File: config.mk
export PLATFORM = sky130hd
export DESIGN_NAME = aewc_top
export DESIGN_NICKNAME = d
export VERILOG_FILES = /design/src/verilog/aewc_pkg.sv /design/src/verilog/aewc_pos_fmt.sv /design/src/verilog/aewc_top.sv
export SDC_FILE = /design/constraint.sdc
export NUM_CORES = 1
export LEC_CHECK = 0
export BUFFER_PORTS_ARGS = -buffer_cell sky130_fd_sc_hd__buf_2
export CAP_MARGIN = 15
export CORE_MARGIN = 2
export CORE_UTILIZATION = 58
export CTS_BUF_LIST = sky130_fd_sc_hd__clkbuf_8
export DETAILED_ROUTE_END_ITERATION = 16
export GPL_TIMING_DRIVEN = 1
export PLACE_DENSITY = 0.83
export SLEW_MARGIN = 15
export SYNTH_ARGS = -nofsm -noshare
export SYNTH_HDL_FRONTEND = slang
export SYNTH_HIERARCHICAL = 1
export SYNTH_SLANG_ARGS = --single-unit
File: constraint.sdc
create_clock -name pclk -period 4.7 [get_ports pclk]
set_input_delay 0.235 -clock pclk [delete_from_list [all_inputs] [get_ports pclk]]
set_output_delay 0.235 -clock pclk [all_outputs]
set_load 0.03 [all_outputs]
File: src/verilog/aewc_pkg.sv
// Constants and types for the absolute encoder width configuration block.
// What this block does
// - The width word is used only for axis types 47 and 48, else ignored.
// - For type 47 the total position bit count is word bits 7 to 0.
// - For type 47 the multi-turn bit count is word bits 14 to 8.
// - For type 48 the position bit count is word bits 5 to 0.
// - The raw position is shown with the programmed bit count, capped at POS_W bits.
// - For type 48, word bit 6 selects the coding; a one is plain binary.
package aewc_pkg;

    // ************************************************************
    // Register map, byte addresses on the APB bus.
    // ************************************************************
    localparam logic [7:0] ADDR_WIDTH_CFG = 8'h00;
    localparam logic [7:0] ADDR_AXIS_TYPE = 8'h04;
    localparam logic [7:0] ADDR_STATUS    = 8'h08;
    localparam logic [7:0] ADDR_POSITION  = 8'h0C;
    localparam logic [7:0] ADDR_TURNS     = 8'h10;

    // ************************************************************
    // Axis type codes that use the width word.
    // ************************************************************
    localparam logic [7:0] TYPE_BIDIR_ABS = 8'h2F;
    localparam logic [7:0] TYPE_SYNC_ABS  = 8'h30;

    // ************************************************************
    // Field positions inside the width word and the status word.
    // ************************************************************
    localparam int CFG_W        = 15;
    localparam int TOTAL_LSB    = 0;
    localparam int TOTAL_W      = 8;
    localparam int MTURN_LSB    = 8;
    localparam int MTURN_W      = 7;
    localparam int SYNC_BITS_W  = 6;
    localparam int SYNC_BIN_BIT = 6;
    localparam int STAT_BIN_BIT = 16;
    localparam int STAT_MODE_LSB = 24;

    // ************************************************************
    // Values after reset.
    // ************************************************************
    localparam logic [14:0] CFG_RESET  = 15'h0000;
    localparam logic [7:0]  TYPE_RESET = 8'h00;

    typedef enum logic [2:0] {
        AEWC_MODE_NONE  = 3'b001,
        AEWC_MODE_BIDIR = 3'b010,
        AEWC_MODE_SYNC  = 3'b100
    } aewc_mode_type;

endpackage

File: src/verilog/aewc_pos_fmt.sv
// Position frame formatter: width mask, coding conversion and turn split.
`timescale 1ns/10ps
module aewc_pos_fmt #(
    parameter int POS_W = 32
) (
    input  wire logic               pclk,
    input  wire logic               presetn,
    input  wire logic               frame_valid,
    input  wire logic [POS_W-1:0]   frame_data,
    input  wire logic [7:0]         total_bits,
    input  wire logic [6:0]         turn_bits,
    input  wire logic               gray_in,
    output logic                    pos_valid_q,
    output logic [POS_W-1:0]        pos_q,
    output logic [POS_W-1:0]        turns_q
);

    logic [POS_W-1:0] mask;
    logic [POS_W-1:0] masked;
    logic [POS_W-1:0] from_gray;
    logic [POS_W-1:0] value;
    logic [7:0]       single_bits;
    logic             pos_valid_d;
    logic [POS_W-1:0] pos_d;
    logic [POS_W-1:0] turns_d;

    // Bits above the programmed width are forced to zero, so a long frame
    // from a misconfigured encoder cannot leak stale high bits.
    genvar i;
    generate
        for (i = 0; i < POS_W; i++) begin : g_bit
            assign mask[i]      = (8'(i) < total_bits);
            assign masked[i]    = frame_data[i] & mask[i];
            assign from_gray[i] = ^masked[POS_W-1:i];
        end
    endgenerate

    always_comb begin
        value       = gray_in ? from_gray : masked;
        single_bits = (total_bits > {1'b0, turn_bits}) ?
                      8'(total_bits - {1'b0, turn_bits}) : 8'h00;
        pos_valid_d = frame_valid;
        pos_d       = frame_valid ? value : pos_q;
        turns_d     = frame_valid ? (value >> single_bits) : turns_q;
    end

    always_ff @(posedge pclk or negedge presetn) begin
        if (!presetn) begin
            pos_valid_q <= 1'b0;
            pos_q       <= '0;
            turns_q     <= '0;
        end else begin
            pos_valid_q <= pos_valid_d;
            pos_q       <= pos_d;
            turns_q     <= turns_d;
        end
    end

endmodule // aewc_pos_fmt

File: src/verilog/aewc_top.sv
// Absolute encoder width configuration block with its APB register slave.
`timescale 1ns/10ps
module aewc_top #(
    parameter int POS_W = 32
) (
    input  wire logic               pclk,
    input  wire logic               presetn,
    input  wire logic               psel,
    input  wire logic               penable,
    input  wire logic               pwrite,
    input  wire logic [7:0]         paddr,
    input  wire logic [31:0]        pwdata,
    output logic                    pready,
    output logic [31:0]             prdata,
    output logic                    pslverr,
    input  wire logic               frame_valid,
    input  wire logic [POS_W-1:0]   frame_data,
    output logic                    pos_valid,
    output logic [POS_W-1:0]        pos_raw,
    output logic [POS_W-1:0]        pos_turns,
    output logic [7:0]              enc_total_bits,
    output logic [6:0]              enc_turn_bits,
    output logic                    enc_binary
);

    // ************************************************************
    // APB access and register state.
    // ************************************************************
    logic                      pready_q, pready_d;
    logic [31:0]               prdata_q, prdata_d;
    logic                      pslverr_q, pslverr_d;
    logic [14:0]               cfg_q, cfg_d;
    logic [7:0]                axis_type_select_q, axis_type_select_d;
    aewc_pkg::aewc_mode_type   mode_q, mode_d;
    logic [7:0]                total_q, total_d;
    logic [6:0]                mturn_q, mturn_d;
    logic                      binary_q, binary_d;
    logic                      access;
    logic                      done;
    logic                      wr_done;
    logic                      mapped;
    logic                      type_wr;
    logic                      gray_sel;
    logic [31:0]               status_word;

    // The slave answers in the second access cycle; the first access cycle
    // gives a registered read path with no combinational bus output.
    assign access  = psel & penable;
    assign done    = access & pready_q;
    assign wr_done = done & pwrite;
    assign mapped  = (paddr == aewc_pkg::ADDR_WIDTH_CFG) ||
                     (paddr == aewc_pkg::ADDR_AXIS_TYPE) ||
                     (paddr == aewc_pkg::ADDR_STATUS)    ||
                     (paddr == aewc_pkg::ADDR_POSITION)  ||
                     (paddr == aewc_pkg::ADDR_TURNS);
    assign type_wr = wr_done && (paddr == aewc_pkg::ADDR_AXIS_TYPE);

    always_comb begin
        status_word = 32'h0000_0000;
        status_word[aewc_pkg::TOTAL_LSB +: aewc_pkg::TOTAL_W] = total_q;
        status_word[aewc_pkg::MTURN_LSB +: aewc_pkg::MTURN_W] = mturn_q;
        status_word[aewc_pkg::STAT_BIN_BIT]                   = binary_q;
        status_word[aewc_pkg::STAT_MODE_LSB +: 3]             = mode_q;
    end

    always_comb begin
        pready_d  = access & ~pready_q;
        pslverr_d = access & ~pready_q & ~mapped;
        prdata_d  = 32'h0000_0000;
        if (access && !pready_q && !pwrite) begin
            case (paddr)
                aewc_pkg::ADDR_WIDTH_CFG: prdata_d = {17'h0_0000, cfg_q};
                aewc_pkg::ADDR_AXIS_TYPE:
                    prdata_d = {24'h00_0000, axis_type_select_q};
                aewc_pkg::ADDR_STATUS:    prdata_d = status_word;
                aewc_pkg::ADDR_POSITION:  prdata_d = 32'(pos_raw);
                aewc_pkg::ADDR_TURNS:     prdata_d = 32'(pos_turns);
                default:                  prdata_d = 32'h0000_0000;
            endcase
        end
    end

    // ************************************************************
    // Width word and axis type decode.
    // ************************************************************
    // Software must store the width word before choosing the axis type;
    // a word written later only takes effect at the next type write.
    always_comb begin
        cfg_d              = cfg_q;
        axis_type_select_d = axis_type_select_q;
        mode_d             = mode_q;
        total_d            = total_q;
        mturn_d            = mturn_q;
        binary_d           = binary_q;
        if (wr_done && paddr == aewc_pkg::ADDR_WIDTH_CFG) begin
            cfg_d = pwdata[aewc_pkg::CFG_W-1:0];
        end
        if (type_wr) begin
            axis_type_select_d = pwdata[7:0];
            case (pwdata[7:0])
                aewc_pkg::TYPE_BIDIR_ABS: begin
                    mode_d   = aewc_pkg::AEWC_MODE_BIDIR;
                    total_d  = cfg_q[aewc_pkg::TOTAL_LSB +:
                                     aewc_pkg::TOTAL_W];
                    mturn_d  = cfg_q[aewc_pkg::MTURN_LSB +:
                                     aewc_pkg::MTURN_W];
                    binary_d = 1'b1;
                end
                aewc_pkg::TYPE_SYNC_ABS: begin
                    mode_d   = aewc_pkg::AEWC_MODE_SYNC;
                    total_d  = {2'b00, cfg_q[aewc_pkg::SYNC_BITS_W-1:0]};
                    mturn_d  = 7'h00;
                    binary_d = cfg_q[aewc_pkg::SYNC_BIN_BIT];
                end
                default: begin
                    mode_d   = aewc_pkg::AEWC_MODE_NONE;
                    total_d  = 8'h00;
                    mturn_d  = 7'h00;
                    binary_d = 1'b1;
                end
            endcase
        end
    end

    always_ff @(posedge pclk or negedge presetn) begin
        if (!presetn) begin
            pready_q           <= 1'b0;
            prdata_q           <= 32'h0000_0000;
            pslverr_q          <= 1'b0;
            cfg_q              <= aewc_pkg::CFG_RESET;
            axis_type_select_q <= aewc_pkg::TYPE_RESET;
            mode_q             <= aewc_pkg::AEWC_MODE_NONE;
            total_q            <= 8'h00;
            mturn_q            <= 7'h00;
            binary_q           <= 1'b1;
        end else begin
            pready_q           <= pready_d;
            prdata_q           <= prdata_d;
            pslverr_q          <= pslverr_d;
            cfg_q              <= cfg_d;
            axis_type_select_q <= axis_type_select_d;
            mode_q             <= mode_d;
            total_q            <= total_d;
            mturn_q            <= mturn_d;
            binary_q           <= binary_d;
        end
    end

    assign pready         = pready_q;
    assign prdata         = prdata_q;
    assign pslverr        = pslverr_q;
    assign enc_total_bits = total_q;
    assign enc_turn_bits  = mturn_q;
    assign enc_binary     = binary_q;

    // ************************************************************
    // Position frames.
    // ************************************************************
    // Gray decode applies only to the synchronous type with coding bit low.
    assign gray_sel = (mode_q == aewc_pkg::AEWC_MODE_SYNC) & ~binary_q;

    aewc_pos_fmt #(
        .POS_W       (POS_W)
    ) u_fmt (
        .pclk        (pclk),
        .presetn     (presetn),
        .frame_valid (frame_valid & (mode_q != aewc_pkg::AEWC_MODE_NONE)),
        .frame_data  (frame_data),
        .total_bits  (total_q),
        .turn_bits   (mturn_q),
        .gray_in     (gray_sel),
        .pos_valid_q (pos_valid),
        .pos_q       (pos_raw),
        .turns_q     (pos_turns)
    );
endmodule // aewc_top

* Word level (Yosys, flattened, before mapping)
Cells that the tools add are included.
Widths: inputs -> output; s select.
** Operators by class
- Add/sub/neg operators :: 1
- Multipliers :: 0
- Divide/modulo/power cells :: 0
- $lt $le $gt $ge :: 33
- Eq/ne operators :: 8
- Shift operators :: 1
- Mux-type cells :: 8
- Bitwise logic cells :: 42
- Reduce and logical (&&, ||, !) cells :: 42
** Operator list (number)
- $pmux 32 s5 :: 1
- $lt 5x8->1 const A :: 16
- $lt 4x8->1 const A :: 8
- $and 1x1->1 :: 39
- $lt 3x8->1 const A :: 4
- $mux 32 :: 1
- $reduce_xor 32->1 :: 1
- $shr 32x8->32 :: 1
- $mux 31 :: 1
- $reduce_xor 31->1 :: 1
- $reduce_xor 30->1 :: 1
- $reduce_xor 29->1 :: 1
- $reduce_xor 28->1 :: 1
- $reduce_xor 27->1 :: 1
- $reduce_xor 26->1 :: 1
- $reduce_xor 25->1 :: 1
- $reduce_xor 24->1 :: 1
- $reduce_xor 23->1 :: 1
- $reduce_xor 22->1 :: 1
- $reduce_xor 21->1 :: 1
- $reduce_xor 20->1 :: 1
- $reduce_xor 19->1 :: 1
- $reduce_xor 18->1 :: 1
- $reduce_xor 17->1 :: 1
- other kinds (35) :: 48
** Word-level totals
- Flip-flop bits (word level) :: 141
- Latch bits :: 0
- Bits in writable memories :: 0
- Memory bits (read-only) :: 0
- Input bits :: 78
- Output and inout port bits :: 115
- Word-level logic and storage cells :: 147
- Memories :: 0

* Depth between registers and ports, before layout
Gate-level depths: netlist (run 1).
- Depth in word-level cells :: 7
- Depth in mapped cells :: 21
- Depth with buffers taken out :: 18

* Cells and area by module
Netlist (run 1), hierarchy kept.
** Modules (own cells, without submodules)
- aewc_pos_fmt :: times used 1, cells an instance 819, area each 6384.9 sq um, sequential area each 1626.6 sq um
- aewc_top :: times used 1, cells an instance 298, area each 3480.8 sq um, sequential area each 1904.3 sq um

* Worst setup path after synthesis (run 1)
No wires, ideal clock.
- Path kind :: register -> register
- From :: register total_q[1] (netlist: enc_total_bits[1])
- To :: register u_fmt.turns_q[2]
- Library setup time :: 0.126 ns
- Arrival :: 4.284 ns
- Required time :: 4.574 ns
- Slack :: 0.290 ns
- Cell stages (with the launch flop) :: 17
- Buffers on the path :: 2
- Period minus slack after synthesis :: 4.410 ns
- Cell sequence :: dfrtp_1 -> buf_2 -> and2_1 -> buf_2 -> nand3_1 -> a21oi_2 -> xnor3_2 -> xnor3_4 -> xor2_4 -> xor2_4 -> xnor3_1 -> nor2_1 -> xor2_1 -> o2bb2ai_1 -> a21oi_1 -> o2bb2ai_1 -> a221o_1
** On the way
- Longest elaborated chain between the ends :: 5
- Elaborated cells on any way between the ends :: 100
- Those cells by class :: add/sub (1); order compare (33); shift (1); mux (2); bitwise (32); reduce/logical (31)
** Ends and longest elaborated chain
- start: declaration :: line aewc_top.sv:35 : logic [7:0] total_q, total_d;
- start signal: assignment :: line aewc_top.sv:143 : total_q <= total_d;
- $lt 1x8->1, or another cell as far along :: line aewc_pos_fmt.sv:32 : assign mask[i] = (8'(i) < total_bits);
- $and 1x1->1 :: line aewc_pos_fmt.sv:33 : assign masked[i] = frame_data[i] & mask[i];
- $reduce_xor 32->1, or another cell as far along :: line aewc_pos_fmt.sv:34 : assign from_gray[i] = ^masked[POS_W-1:i];
- $mux 31 :: line aewc_pos_fmt.sv:39 : value = gray_in ? from_gray : masked;
- $shr 32x8->32 (*) :: line aewc_pos_fmt.sv:44 : turns_d = frame_valid ? (value >> single_bits) : turns_q;
- end signal: assignment :: line aewc_pos_fmt.sv:55 : turns_q <= turns_d;
- end: declaration :: line aewc_pos_fmt.sv:15 : output logic [POS_W-1:0] turns_q
Mark *: on every way between the ends. The rest lies on a longest branch, timed or not.
A chain may end at the register's enable or synchronous reset.

* Final worst setup path (run 1)
- From :: register total_q[5] (netlist: enc_total_bits[5])
- To :: register u_fmt.turns_q[6]
Same word-level chain as after synthesis.

==> reports/metrics.csv, run 1 <==
metric,value,unit
worstSkewPairLatency,0.45,ns
rr_worst_depth,16,
setup_ws,0.125,ns
cts_inserted_buffers,17,
syn-cell-area,9870,um2
portBuffers,175,
drive_gt1_share,28.6,%
clock_path_buffers,2,
cap_violations,0,
synthSimpleGateAreaFrac,16.3,%
cp_max_fo,13,
dieHeight,134,um
tightest_slew,1.17,ns
reg2reg_from,enc_total_bits[5]$_DFFE_PN0P_,
multi_input_comb_area,5910,um2
slew_viol_final,0,
synthTopCellsByCount,"dfrtp_1 (139), nor2_1 (124), nand2_1 (99), a21oi_1 (85), o21ai_0 (82)",
drt_iter0_markers,1428,
ys_ff_latch,141,
ys_seq_area_share,35.8,%
final_nets,1418,
crit_start,enc_total_bits[5]$_DFFE_PN0P_,
synth_top_family_by_area,compound AO/OA/AOI/OAI gates,
place_area,11400,um2
first_pass_iters,6,
synthAdderAreaFrac,1.19,%
synth_compound_area_share,25.4,%
ir_worst_vdd,0.176,mV
area_delta_synth_final,20.5,%
synth_area_per_cell,8.83,um2
synth_top_cell_by_area,dfrtp_1,
n_antenna_cell,0,
dp_hpwl,26600,um
overflow,0,
netlist.area_leader.share,35.3,%
root_buffer,clkbuf_8,
yosys_most_used_dff,dfrtp_1,
antenna_found_initial,0,
die_w,134,um
drc,0,
cp-start-kind,flip-flop,
p_leak,5.69,nW
path_clk_slew,0.09,ns
setup_violations,0,
wl_met1,14100,um
crit_arrival,4.82,ns
vias,10200,
synth_area_leaders,"dfrtp_1 (35%), mux2_2 (5.0%), nor2_1 (4.7%), a21oi_1 (4.3%), o21ai_0 (4.2%)",
cts_tree,done,
seqCellArea,3530,um2
synth_cells,1117,
die_area,18100,um2
fin_skew,0.0151,ns
start_util,59.5,%
period_share,97.3,%
avgViaCountPerCell,6.52,
synth_fp_nets,1203,
hp-start,pwdata[12],
grt_first_pass_wirelength,53100,um
critPathRequiredTime,4.94,ns
synthMuxAreaShare,8.37,%
endpoint,u_fmt/turns_q[6]$_DFFE_PN0P_,
totalWireLength,34700,um
dr_wl_met2,15600,um
track_usage,38.3,%
synth.distinct_cells,90,
synthMostInstantiatedCell,dfrtp_1,
max_slew_margin,21.1,%
gp_congestion,1.03,
timing.rr.end,u_fmt/turns_q[6]$_DFFE_PN0P_,
ant_nets,0,
worstHoldPathCells,2,
synth_xor_area_share,8.02,%
path_class,reg -> reg,
async_reset_ff_share,100,%
fmax,219,MHz
io_pins,193,
synth_edf_count,0,
clkSinkCount,141,
end_kind,flip-flop,
hp-class,in -> reg,
fin_crit,4.57,ns
wl_per_cell,22.2,um
status,completed,
dp_slack,0.197,ns
synth_warnings,6,
placementRows,47,
grt_max_degree,92,
utilization,71.7,%
finish.instance_area,11900,um2
routed.top_layer,met4,
p_per_area,200,nW/um2
wl_met3,3430,um
htree_levels,4,
finalHoldViolCount,0,
core_area,16600,um2
grt_pass1_vias,9284,
fill_cells,1286,
r2r_slack,0.13,ns
[per-stage QoR]
step	TNS, ns	hold WS (ns)	power, mW	std cells
CTS	0	0.00125	2.37	1560
global placement	0	0.358	1.43	1525
floorplan	0	-0.0606	1.34	1117
finish	0	0.0306	2.38	1565
detailed placement	0	0.361	1.43	1525
global route	-0.0411	0.00156	2.46	1565
[area by class of cell]
class	count	share of cell area [%]
Tap cell	220	2.32
Sequential cell	141	29.7
Clock buffer	17	1.97
Multi-Input combinational cell	863	49.7
Inverter	32	1.01
Timing Repair Buffer	277	14.1
Clock inverter	15	1.22
[state kept, by name (all words and copies together), names as in the netlist]
name                flops
axis_type_select_q      8
mode_q                  3
enc_turn_bits           7
enc_binary              1
u_fmt/pos_valid_q       1
u_fmt/turns_q          32
pready                  1
pslverr                 1
u_fmt/pos_q            32
enc_total_bits          8
cfg_q                  15
prdata                 32
[placed cells by master, fill, tap and decap left out, drive strengths merged, types with 11 or more instances in the layout]
| cell | count |
|---|---|
| a31oi | 18 |
| nand2b | 11 |
| o2bb2ai | 12 |
| mux2 | 46 |
| nand3 | 17 |
| a21o | 14 |
| clkbuf | 17 |
| inv | 40 |
| nand2 | 99 |
| a32oi | 13 |
| dfrtp | 139 |
| o21ai | 83 |
| buf | 272 |
| a22o | 15 |
| xnor2 | 38 |
| xor2 | 23 |
| mux2i | 30 |
| a22oi | 30 |
| nor3 | 22 |
| a21oi | 86 |
| nor2 | 124 |
[repair_timing]
item,in CTS,in global routing
hold buffers,3,2
buffers inserted,0,3
resized for setup,0,8
endpoints found under the setup margin,0,9
hold endpoints to repair,92,2
[power breakdown]
| group | total, mW | leakage (nW) | switching, mW | internal (mW) |
|---|---|---|---|---|
| clock | 0.954 | 0.190 | 0.561 | 0.393 |
| sequential | 1.22 | 1.95 | 0.00153 | 1.21 |
| combinational | 0.206 | 3.55 | 0.117 | 0.0890 |
[worst min-delay path by stage]
stage | to | slack [ns]
detailed placement | prdata[20]$_DFF_PN0_ | 0.36
CTS | cfg_q[13]$_DFFE_PN0P_ | 0.001
finish | cfg_q[12]$_DFFE_PN0P_ | 0.03
floorplan | axis_type_select_q[0]$_DFFE_PN0P_ | -0.06
global route | cfg_q[12]$_DFFE_PN0P_ | 0.002
global placement | prdata[19]$_DFF_PN0_ | 0.36
[cells by family (layout without fill, tap and decap cells)]
group / count (synthesis) / after routing
AO/OA/AOI/OAI: 370 / 370
buffers and inverters: 113 / 341
XOR/XNOR: 70 / 70
flip-flops: 141 / 141
adder cells (fa/ha/maj): 9 / 9
multiplexers: 76 / 76
AND/OR/NAND/NOR: 338 / 338
[layer usage]
metal,GRT usage (%),vias up
met5,0,-
met4,16.3,0
met3,7.03,110
met2,58.7,738
met1,53.6,4834
li1,-,4522
[critical path, cell delays in order, from the launching register on]
cell      delay, ns
dfrtp_1        0.45
or3_1          0.48
buf_4          0.22
o21ai_0        0.25
a211oi_1       0.14
xnor2_1        0.26
xor3_2         0.39
xnor2_2        0.24
xor2_1         0.24
xnor2_1        0.12
buf_4          0.16
a21oi_1        0.33
o21ai_0        0.12
o21ai_0        0.13
o21ai_0        0.19
a222oi_1       0.32
o311ai_0       0.33
Power figures use the tool's default switching activity.
==> inputs of run 2 (changes only) <==
--- a/config.mk
+++ b/config.mk
@@ -5,14 +5,15 @@
 export SDC_FILE = /design/constraint.sdc
 export NUM_CORES = 1
 export LEC_CHECK = 0
+export ABC_AREA = 1
 export BUFFER_PORTS_ARGS = -buffer_cell sky130_fd_sc_hd__buf_2
 export CAP_MARGIN = 15
 export CORE_MARGIN = 2
-export CORE_UTILIZATION = 58
+export CORE_UTILIZATION = 60
 export CTS_BUF_LIST = sky130_fd_sc_hd__clkbuf_8
 export DETAILED_ROUTE_END_ITERATION = 16
 export GPL_TIMING_DRIVEN = 1
-export PLACE_DENSITY = 0.83
+export PLACE_DENSITY = 0.84
 export SLEW_MARGIN = 15
 export SYNTH_ARGS = -nofsm -noshare
 export SYNTH_HDL_FRONTEND = slang
==> reports/metrics.csv, run 2 <==
metric,value,unit,change
synth.distinct_cells,47,,-48%
async_reset_ff_share,100,%,unchanged
clock_path_buffers,2,,unchanged
end_kind,flip-flop,,
gp_congestion,1.01,,-1.9%
track_usage,41.0,%,+2.7 points
synth_cells,1972,,+77%
synthMuxAreaShare,0,%,-8.4 points
dieHeight,144,um,+7.2%
synthAdderAreaFrac,0.914,%,-0.28 points
avgViaCountPerCell,5.79,,-11%
status,completed,,
multi_input_comb_area,7440,um2,+26%
place_area,12700,um2,+12%
die_w,144,um,+7.2%
wl_per_cell,17.7,um,-20%
crit_arrival,4.45,ns,-0.37 ns
totalWireLength,42400,um,+22%
placementRows,51,,+8.5%
portBuffers,175,,unchanged
drive_gt1_share,16.8,%,-12 points
synth_area_leaders,"nand2_1 (31%), dfrtp_1 (30%), nand3_1 (12%), nor2_1 (3.3%), inv_1 (3.0%)",,
utilization,68.1,%,-3.5 points
clkSinkCount,141,,unchanged
synth_fp_nets,2058,,+71%
tns,0,ns,unchanged
die_area,20800,um2,+15%
cp-start-kind,flip-flop,,
yosys_most_used_dff,dfrtp_1,,
rsz0062_at_grt,false,,
antenna_found_initial,0,,unchanged
layout_commonest_cell,nand2_1,,
syn-cell-area,11800,um2,+19%
grt_first_pass_wirelength,65100,um,+23%
p_leak,7.73,nW,+36%
root_buffer,clkbuf_8,,
fill_cells,1810,,+41%
slew_viol_final,0,,unchanged
period_share,86.0,%,-11 points
cts_tree,done,,
p_per_area,180,nW/um2,-10%
fin_crit,4.04,ns,-0.533 ns
tightest_slew,1.08,ns,-0.0913 ns
final_cell_mix,"nand2_1 (969), nand3_1 (282), buf_2 (174), dfrtp_1 (139), nor2_1 (104)",,
synth_xor_area_share,0.149,%,-7.9 points
critPathRequiredTime,5.11,ns,+0.17 ns
ys_ff_latch,141,,unchanged
grt_max_degree,110,,+20%
fmax,247,MHz,+13%
synthSimpleGateAreaFrac,53.8,%,+38 points
synth_top_family_by_area,simple AND/OR/NAND/NOR gates,,
start_util,60.9,%,+1.4 points
core_area,19300,um2,+17%
synthMostInstantiatedCell,nand2_1,,
netlist.area_leader.share,30.9,%,-4.4 points
max_slew_margin,27.7,%,+6.6 points
synth_compound_area_share,8.14,%,-17 points
synth_warnings,6,,unchanged
dp_hpwl,32600,um,+22%
overflow,0,,unchanged
fin_total_pwr,2.37,mW,-0.29%
drt_iter0_markers,1819,,+27%
htree_levels,4,,unchanged
drc,0,,unchanged
seqCellArea,3530,um2,unchanged
synthTopCellsByCount,"nand2_1 (969), nand3_1 (282), dfrtp_1 (139), nor2_1 (104), inv_1 (95)",,
path_clk_slew,0.09,ns,about the same
cts_inserted_buffers,17,,unchanged
cts_resized,0,,unchanged
fin_skew,0.0251,ns,+0.00995 ns
worstSkewPairLatency,0.48,ns,+0.03 ns
synth_top_cell_by_area,nand2_1,,
cap_violations,0,,unchanged
cp_max_fo,18,,+5
finalHoldViolCount,0,,unchanged
finish.instance_area,13200,um2,+11%
fin_hold_ws,0.0199,ns,-0.0107 ns
setup_violations,0,,unchanged
area_delta_synth_final,11.9,%,
final_nets,2204,,+55%
grt_pass1_vias,12100,,+30%
hp-class,in -> reg,,
io_pins,193,,unchanged
ir_worst_vdd,0.182,mV,+3.0%
path_class,reg -> reg,,
ys_seq_area_share,30.0,%,-5.8 points
vias,13900,,+36%
ant_nets,0,,unchanged
first_pass_iters,6,,unchanged
synth_edf_count,0,,unchanged
synth_area_per_cell,5.97,um2,-32%
[run 2: cell count changes after synthesis, sizes merged, moves of 23 or more]
cell	before	now
xnor2	38	0
a22oi	30	0
nand2	99	1022
buf	24	47
mux2i	30	0
mux2	46	0
a21oi	86	50
nand3	17	289
clkbuf	57	18
inv	31	113
[run 2: through the flow]
stage / cells / worst slack [ns]
4_1_cts: 2396 / 0.752
2_1_floorplan: 1972 / 1.53
3_3_place_gp: 2359 / 0.883
3_5_place_dp: 2359 / 0.765
6_report: 2397 / 0.658
5_1_grt: 2396 / 0.327
[run 2: path summary, 6_finish.rpt]
kind | end | startpoint | slack, ns | depth (start not counted)
min in group asynchronous | prdata[20]$_DFF_PN0_ | presetn | 0.42 | 2
worst max-delay path | u_fmt/turns_q[13]$_DFFE_PN0P_ | enc_total_bits[0]$_DFFE_PN0P_ | 0.66 | 20
worst min-delay path | pslverr$_DFF_PN0_ | penable | 0.02 | 3
worst min register to register | axis_type_select_q[3]$_DFFE_PN0P_ | axis_type_select_q[3]$_DFFE_PN0P_ | 0.51 | 2
worst max register to register | u_fmt/turns_q[13]$_DFFE_PN0P_ | enc_total_bits[0]$_DFFE_PN0P_ | 0.66 | 20
max in group asynchronous | u_fmt/turns_q[22]$_DFFE_PN0P_ | presetn | 3.22 | 3
[run 2: final cells by class]
class | instances | area share (%)
Multi-Input combinational cell | 1649 | 56.5
Tap cell | 265 | 2.52
Sequential cell | 141 | 26.8
Timing Repair Buffer | 192 | 7.76
Clock inverter | 15 | 1.31
Clock buffer | 17 | 1.78
Antenna cell | 1 | 0.0190
Inverter | 117 | 3.35
[run 2: metal layers]
layer | global-route usage [%] | part of all wire (%) | wire [um]
met2 | 60.4 | 43 | 18100
met4 | 17.7 | 4.7 | 1970
met3 | 10.2 | 11 | 4730
met5 | 0 | 0 | 0
met1 | 57.2 | 41 | 17600
[run 2: kinds of logic (layout without fill, tap and decap cells)]
group                      count (synthesis)  count (layout)
and+or+nand+nor                         1475            1475
buffers and inverters                    182             341
AOI/OAI and AO/OA                        164             164
DFF                                      141             141
adders and majority gates                  8               8
xor gates and xnor gates                   2               2
other                                      0               1
[run 2: timing repair]
action / in CTS / in global routing
setup buffers: 0 / 0
hold buffers: 5 / 0
hold endpoints to repair: 110 / 0
[run 2: where the power goes]
group | switching [mW] | internal (mW)
Combinational | 0.108 | 0.0420
Clock | 0.590 | 0.404
Sequential | 0.00699 | 1.22
[run 2: critical path, stage by stage (launching register included)]
cell	delay, ns
dfrtp_1	0.48
inv_1	0.17
ha_1	0.16
inv_1	0.06
fa_1	0.40
nand2_1	0.10
nand2_1	0.07
nand2_1	0.11
nand2_1	0.06
a21oi_1	0.15
xor2_1	0.15
nand2_1	0.15
nand2_2	0.21
inv_2	0.16
nor2_4	0.42
inv_1	0.11
o31ai_1	0.44
nand3_1	0.20
o21ai_0	0.21
o21ai_1	0.10
nand2_1	0.07
==> inputs of run 3 (changes only) <==
--- a/config.mk
+++ b/config.mk
@@ -8,7 +8,7 @@
 export ABC_AREA = 1
 export BUFFER_PORTS_ARGS = -buffer_cell sky130_fd_sc_hd__buf_2
 export CAP_MARGIN = 15
-export CORE_MARGIN = 2
+export CORE_ASPECT_RATIO = 0.6
 export CORE_UTILIZATION = 60
 export CTS_BUF_LIST = sky130_fd_sc_hd__clkbuf_8
 export DETAILED_ROUTE_END_ITERATION = 16
==> reports/metrics.csv, run 3 (synthesis gave the netlist of run 2 again) <==
metric,value,unit,change
status,completed,,
grt_pass1_vias,12300,,+2.2%
dieHeight,111,um,-23%
totalWireLength,45100,um,+6.5%
intPower,1.86,mW,+12%
p_leak,7.78,nW,+0.61%
io_pins,193,,unchanged
cp_slowest_cell,dfrtp_1,,
cts_tree,done,,
root_buffer,clkbuf_8,,
final_cell_mix,"nand2_1 (969), nand3_1 (282), buf_2 (174), dfrtp_1 (139), nor2_1 (104)",,
layout_commonest_cell,nand2_1,,
clkPwrFrac,44.4,%,+2.5 points
grt_max_degree,89,,-19%
clock_path_buffers,2,,unchanged
dp_slack,0.831,ns,+0.0656 ns
portBuffers,175,,unchanged
hp-class,in -> reg,,
slew_viol_final,0,,unchanged
combPwrFrac,6.1,%,-0.2 points
dp_hpwl,35400,um,+8.6%
tns,0,ns,unchanged
path_clk_slew,0.08,ns,about the same
critPathRequiredTime,5.10,ns,about the same
die_w,183,um,+27%
clkSinkCount,141,,unchanged
setup_violations,0,,unchanged
utilization,69.1,%,+0.95 points
finish.instance_area,13200,um2,+0.31%
path_class,reg -> reg,,
worstSkewPairLatency,0.46,ns,-0.02 ns
cp-start-kind,flip-flop,,
fin_skew,0.0171,ns,-0.00798 ns
area_delta_synth_final,12.3,%,
period_share,86.9,%,+0.86 points
swShare,24.7,%,-5.0 points
cap_violations,0,,unchanged
drive_gt1_share,16.9,%,+0.12 points
drt_iter0_markers,2264,,+24%
setup_ws,0.617,ns,-0.0405 ns
end_kind,flip-flop,,
crit_chain,"inv_1, ha_1, inv_1, fa_1, nand2_1, nand2_1, nand2_1, o311ai_0, nand2_1, nor2_4, inv_2, nor2_4, nand2_1, nand2_1, o21ai_0, o21ai_0, nand3_1, nand2_1, nand2_1, nand2_1",,
core_area,19100,um2,-1.1%
fin_crit,4.08,ns,+0.0405 ns
crit_arrival,4.48,ns,+0.03 ns
track_usage,45.1,%,+4.1 points
first_pass_iters,6,,unchanged
cpPeakStageDelay,0.56,ns,+0.08 ns
critPathMostFrequentCell,nand2_1,,
n_antenna_cell,0,,-1
fin_total_pwr,2.47,mW,+4.3%
cp_max_fo,17,,-1
grt_first_pass_wirelength,69400,um,+6.7%
cts_resized,0,,unchanged
fmax,245,MHz,-0.99%
final_nets,2207,,+0.14%
net-switching-power,611,uW,-13%
drc,0,,unchanged
wl_per_cell,18.8,um,+6.3%
gp_congestion,1.06,,+4.6%
die_area,20200,um2,-2.7%
fin_hold_ws,0.0299,ns,+0.00999 ns
start_util,61.6,%,+0.66 points
cts_inserted_buffers,17,,unchanged
avgViaCountPerCell,5.95,,+2.8%
final_cell_count_no_fill,2400,,+0.13%
place_area,12800,um2,+0.36%
ant_nets,0,,unchanged
p_per_area,187,nW/um2,+4.0%
htree_levels,4,,unchanged
antenna_found_initial,1,,+1
tightest_slew,1.06,ns,-0.0212 ns
ir_worst_vdd,0.243,mV,+34%
post_cts_buffers,0,,unchanged
placementRows,39,,-24%
dp_cells,2366,,+0.30%
pwr-share-seq,49.5,%,-2.2 points
finalHoldViolCount,0,,unchanged
rsz0062_at_grt,false,,
vias,14300,,+2.9%
overflow,0,,unchanged
max_slew_margin,29.1,%,+1.4 points
## run 3: changes by cell type in the layout (fill, tap and decap cells not counted)
cell           delta
diode_2           -1
clkbuf_8          +2
dlygate4sd3_1     -3
inv_1             +3
clkinv_2          +1
inv_2             +1
clkinv_8          -4
clkinv_4          +1
buf_4             +6
inv_8             -6
bufinv_16         +4
inv_6             -1
clkinvlp_4        -1
## run 3: power by group through the flow
stage	sequential [mW]	combinational [mW]	clock, mW
after CTS	1.22	0.149	1.09
final	1.22	0.151	1.10
after global routing	1.23	0.165	1.14
after floorplan	1.26	0.0552	0
after global placement	1.25	0.144	0
after detailed placement	1.25	0.147	0
## run 3: area by class of cell
class	instances	area (um2)
Clock buffer	19	262
Tap cell	266	333
Clock inverter	13	174
Fill cell	1711	5910
Multi-Input combinational cell	1649	7440
Sequential cell	141	3530
Inverter	117	440
Timing Repair Buffer	195	1040
## run 3: worst paths after layout
check / start / end / slack (ns) / cells past startpoint
worst min-delay path: pwdata[9] / cfg_q[9]$_DFFE_PN0P_ / 0.03 / 3
worst max register to register: enc_total_bits[0]$_DFFE_PN0P_ / u_fmt/turns_q[4]$_DFFE_PN0P_ / 0.62 / 20
worst max-delay path: enc_total_bits[0]$_DFFE_PN0P_ / u_fmt/turns_q[4]$_DFFE_PN0P_ / 0.62 / 20
max in group asynchronous: presetn / enc_binary$_DFFE_PN1P_ / 3.32 / 3
min in group asynchronous: presetn / u_fmt/pos_q[22]$_DFFE_PN0P_ / 0.42 / 2
worst min register to register: u_fmt/turns_q[6]$_DFFE_PN0P_ / u_fmt/turns_q[6]$_DFFE_PN0P_ / 0.51 / 2
## run 3: per-layer routing
layer  track usage [%]  share of wire (%)  up-vias
met1              67.7                 43     6566
met5                 0                  0        -
li1                  -                  -     6623
met4              8.67                1.4        0
met3              20.7                 18       58
met2              58.0                 38     1040
## run 3: critical path: cells and delay by family, from the launching register on
family	cells	cell delay, ns
fa+ha+maj	2	0.44
compound gates	3	0.57
buf+inv	3	0.52
flops	1	0.56
simple gates	12	1.94
## run 3: what timing repair did
item	4_1_cts	5_1_grt
endpoints found under the hold margin	87	0
hold buffers	2	0
setup endpoints to repair	0	0
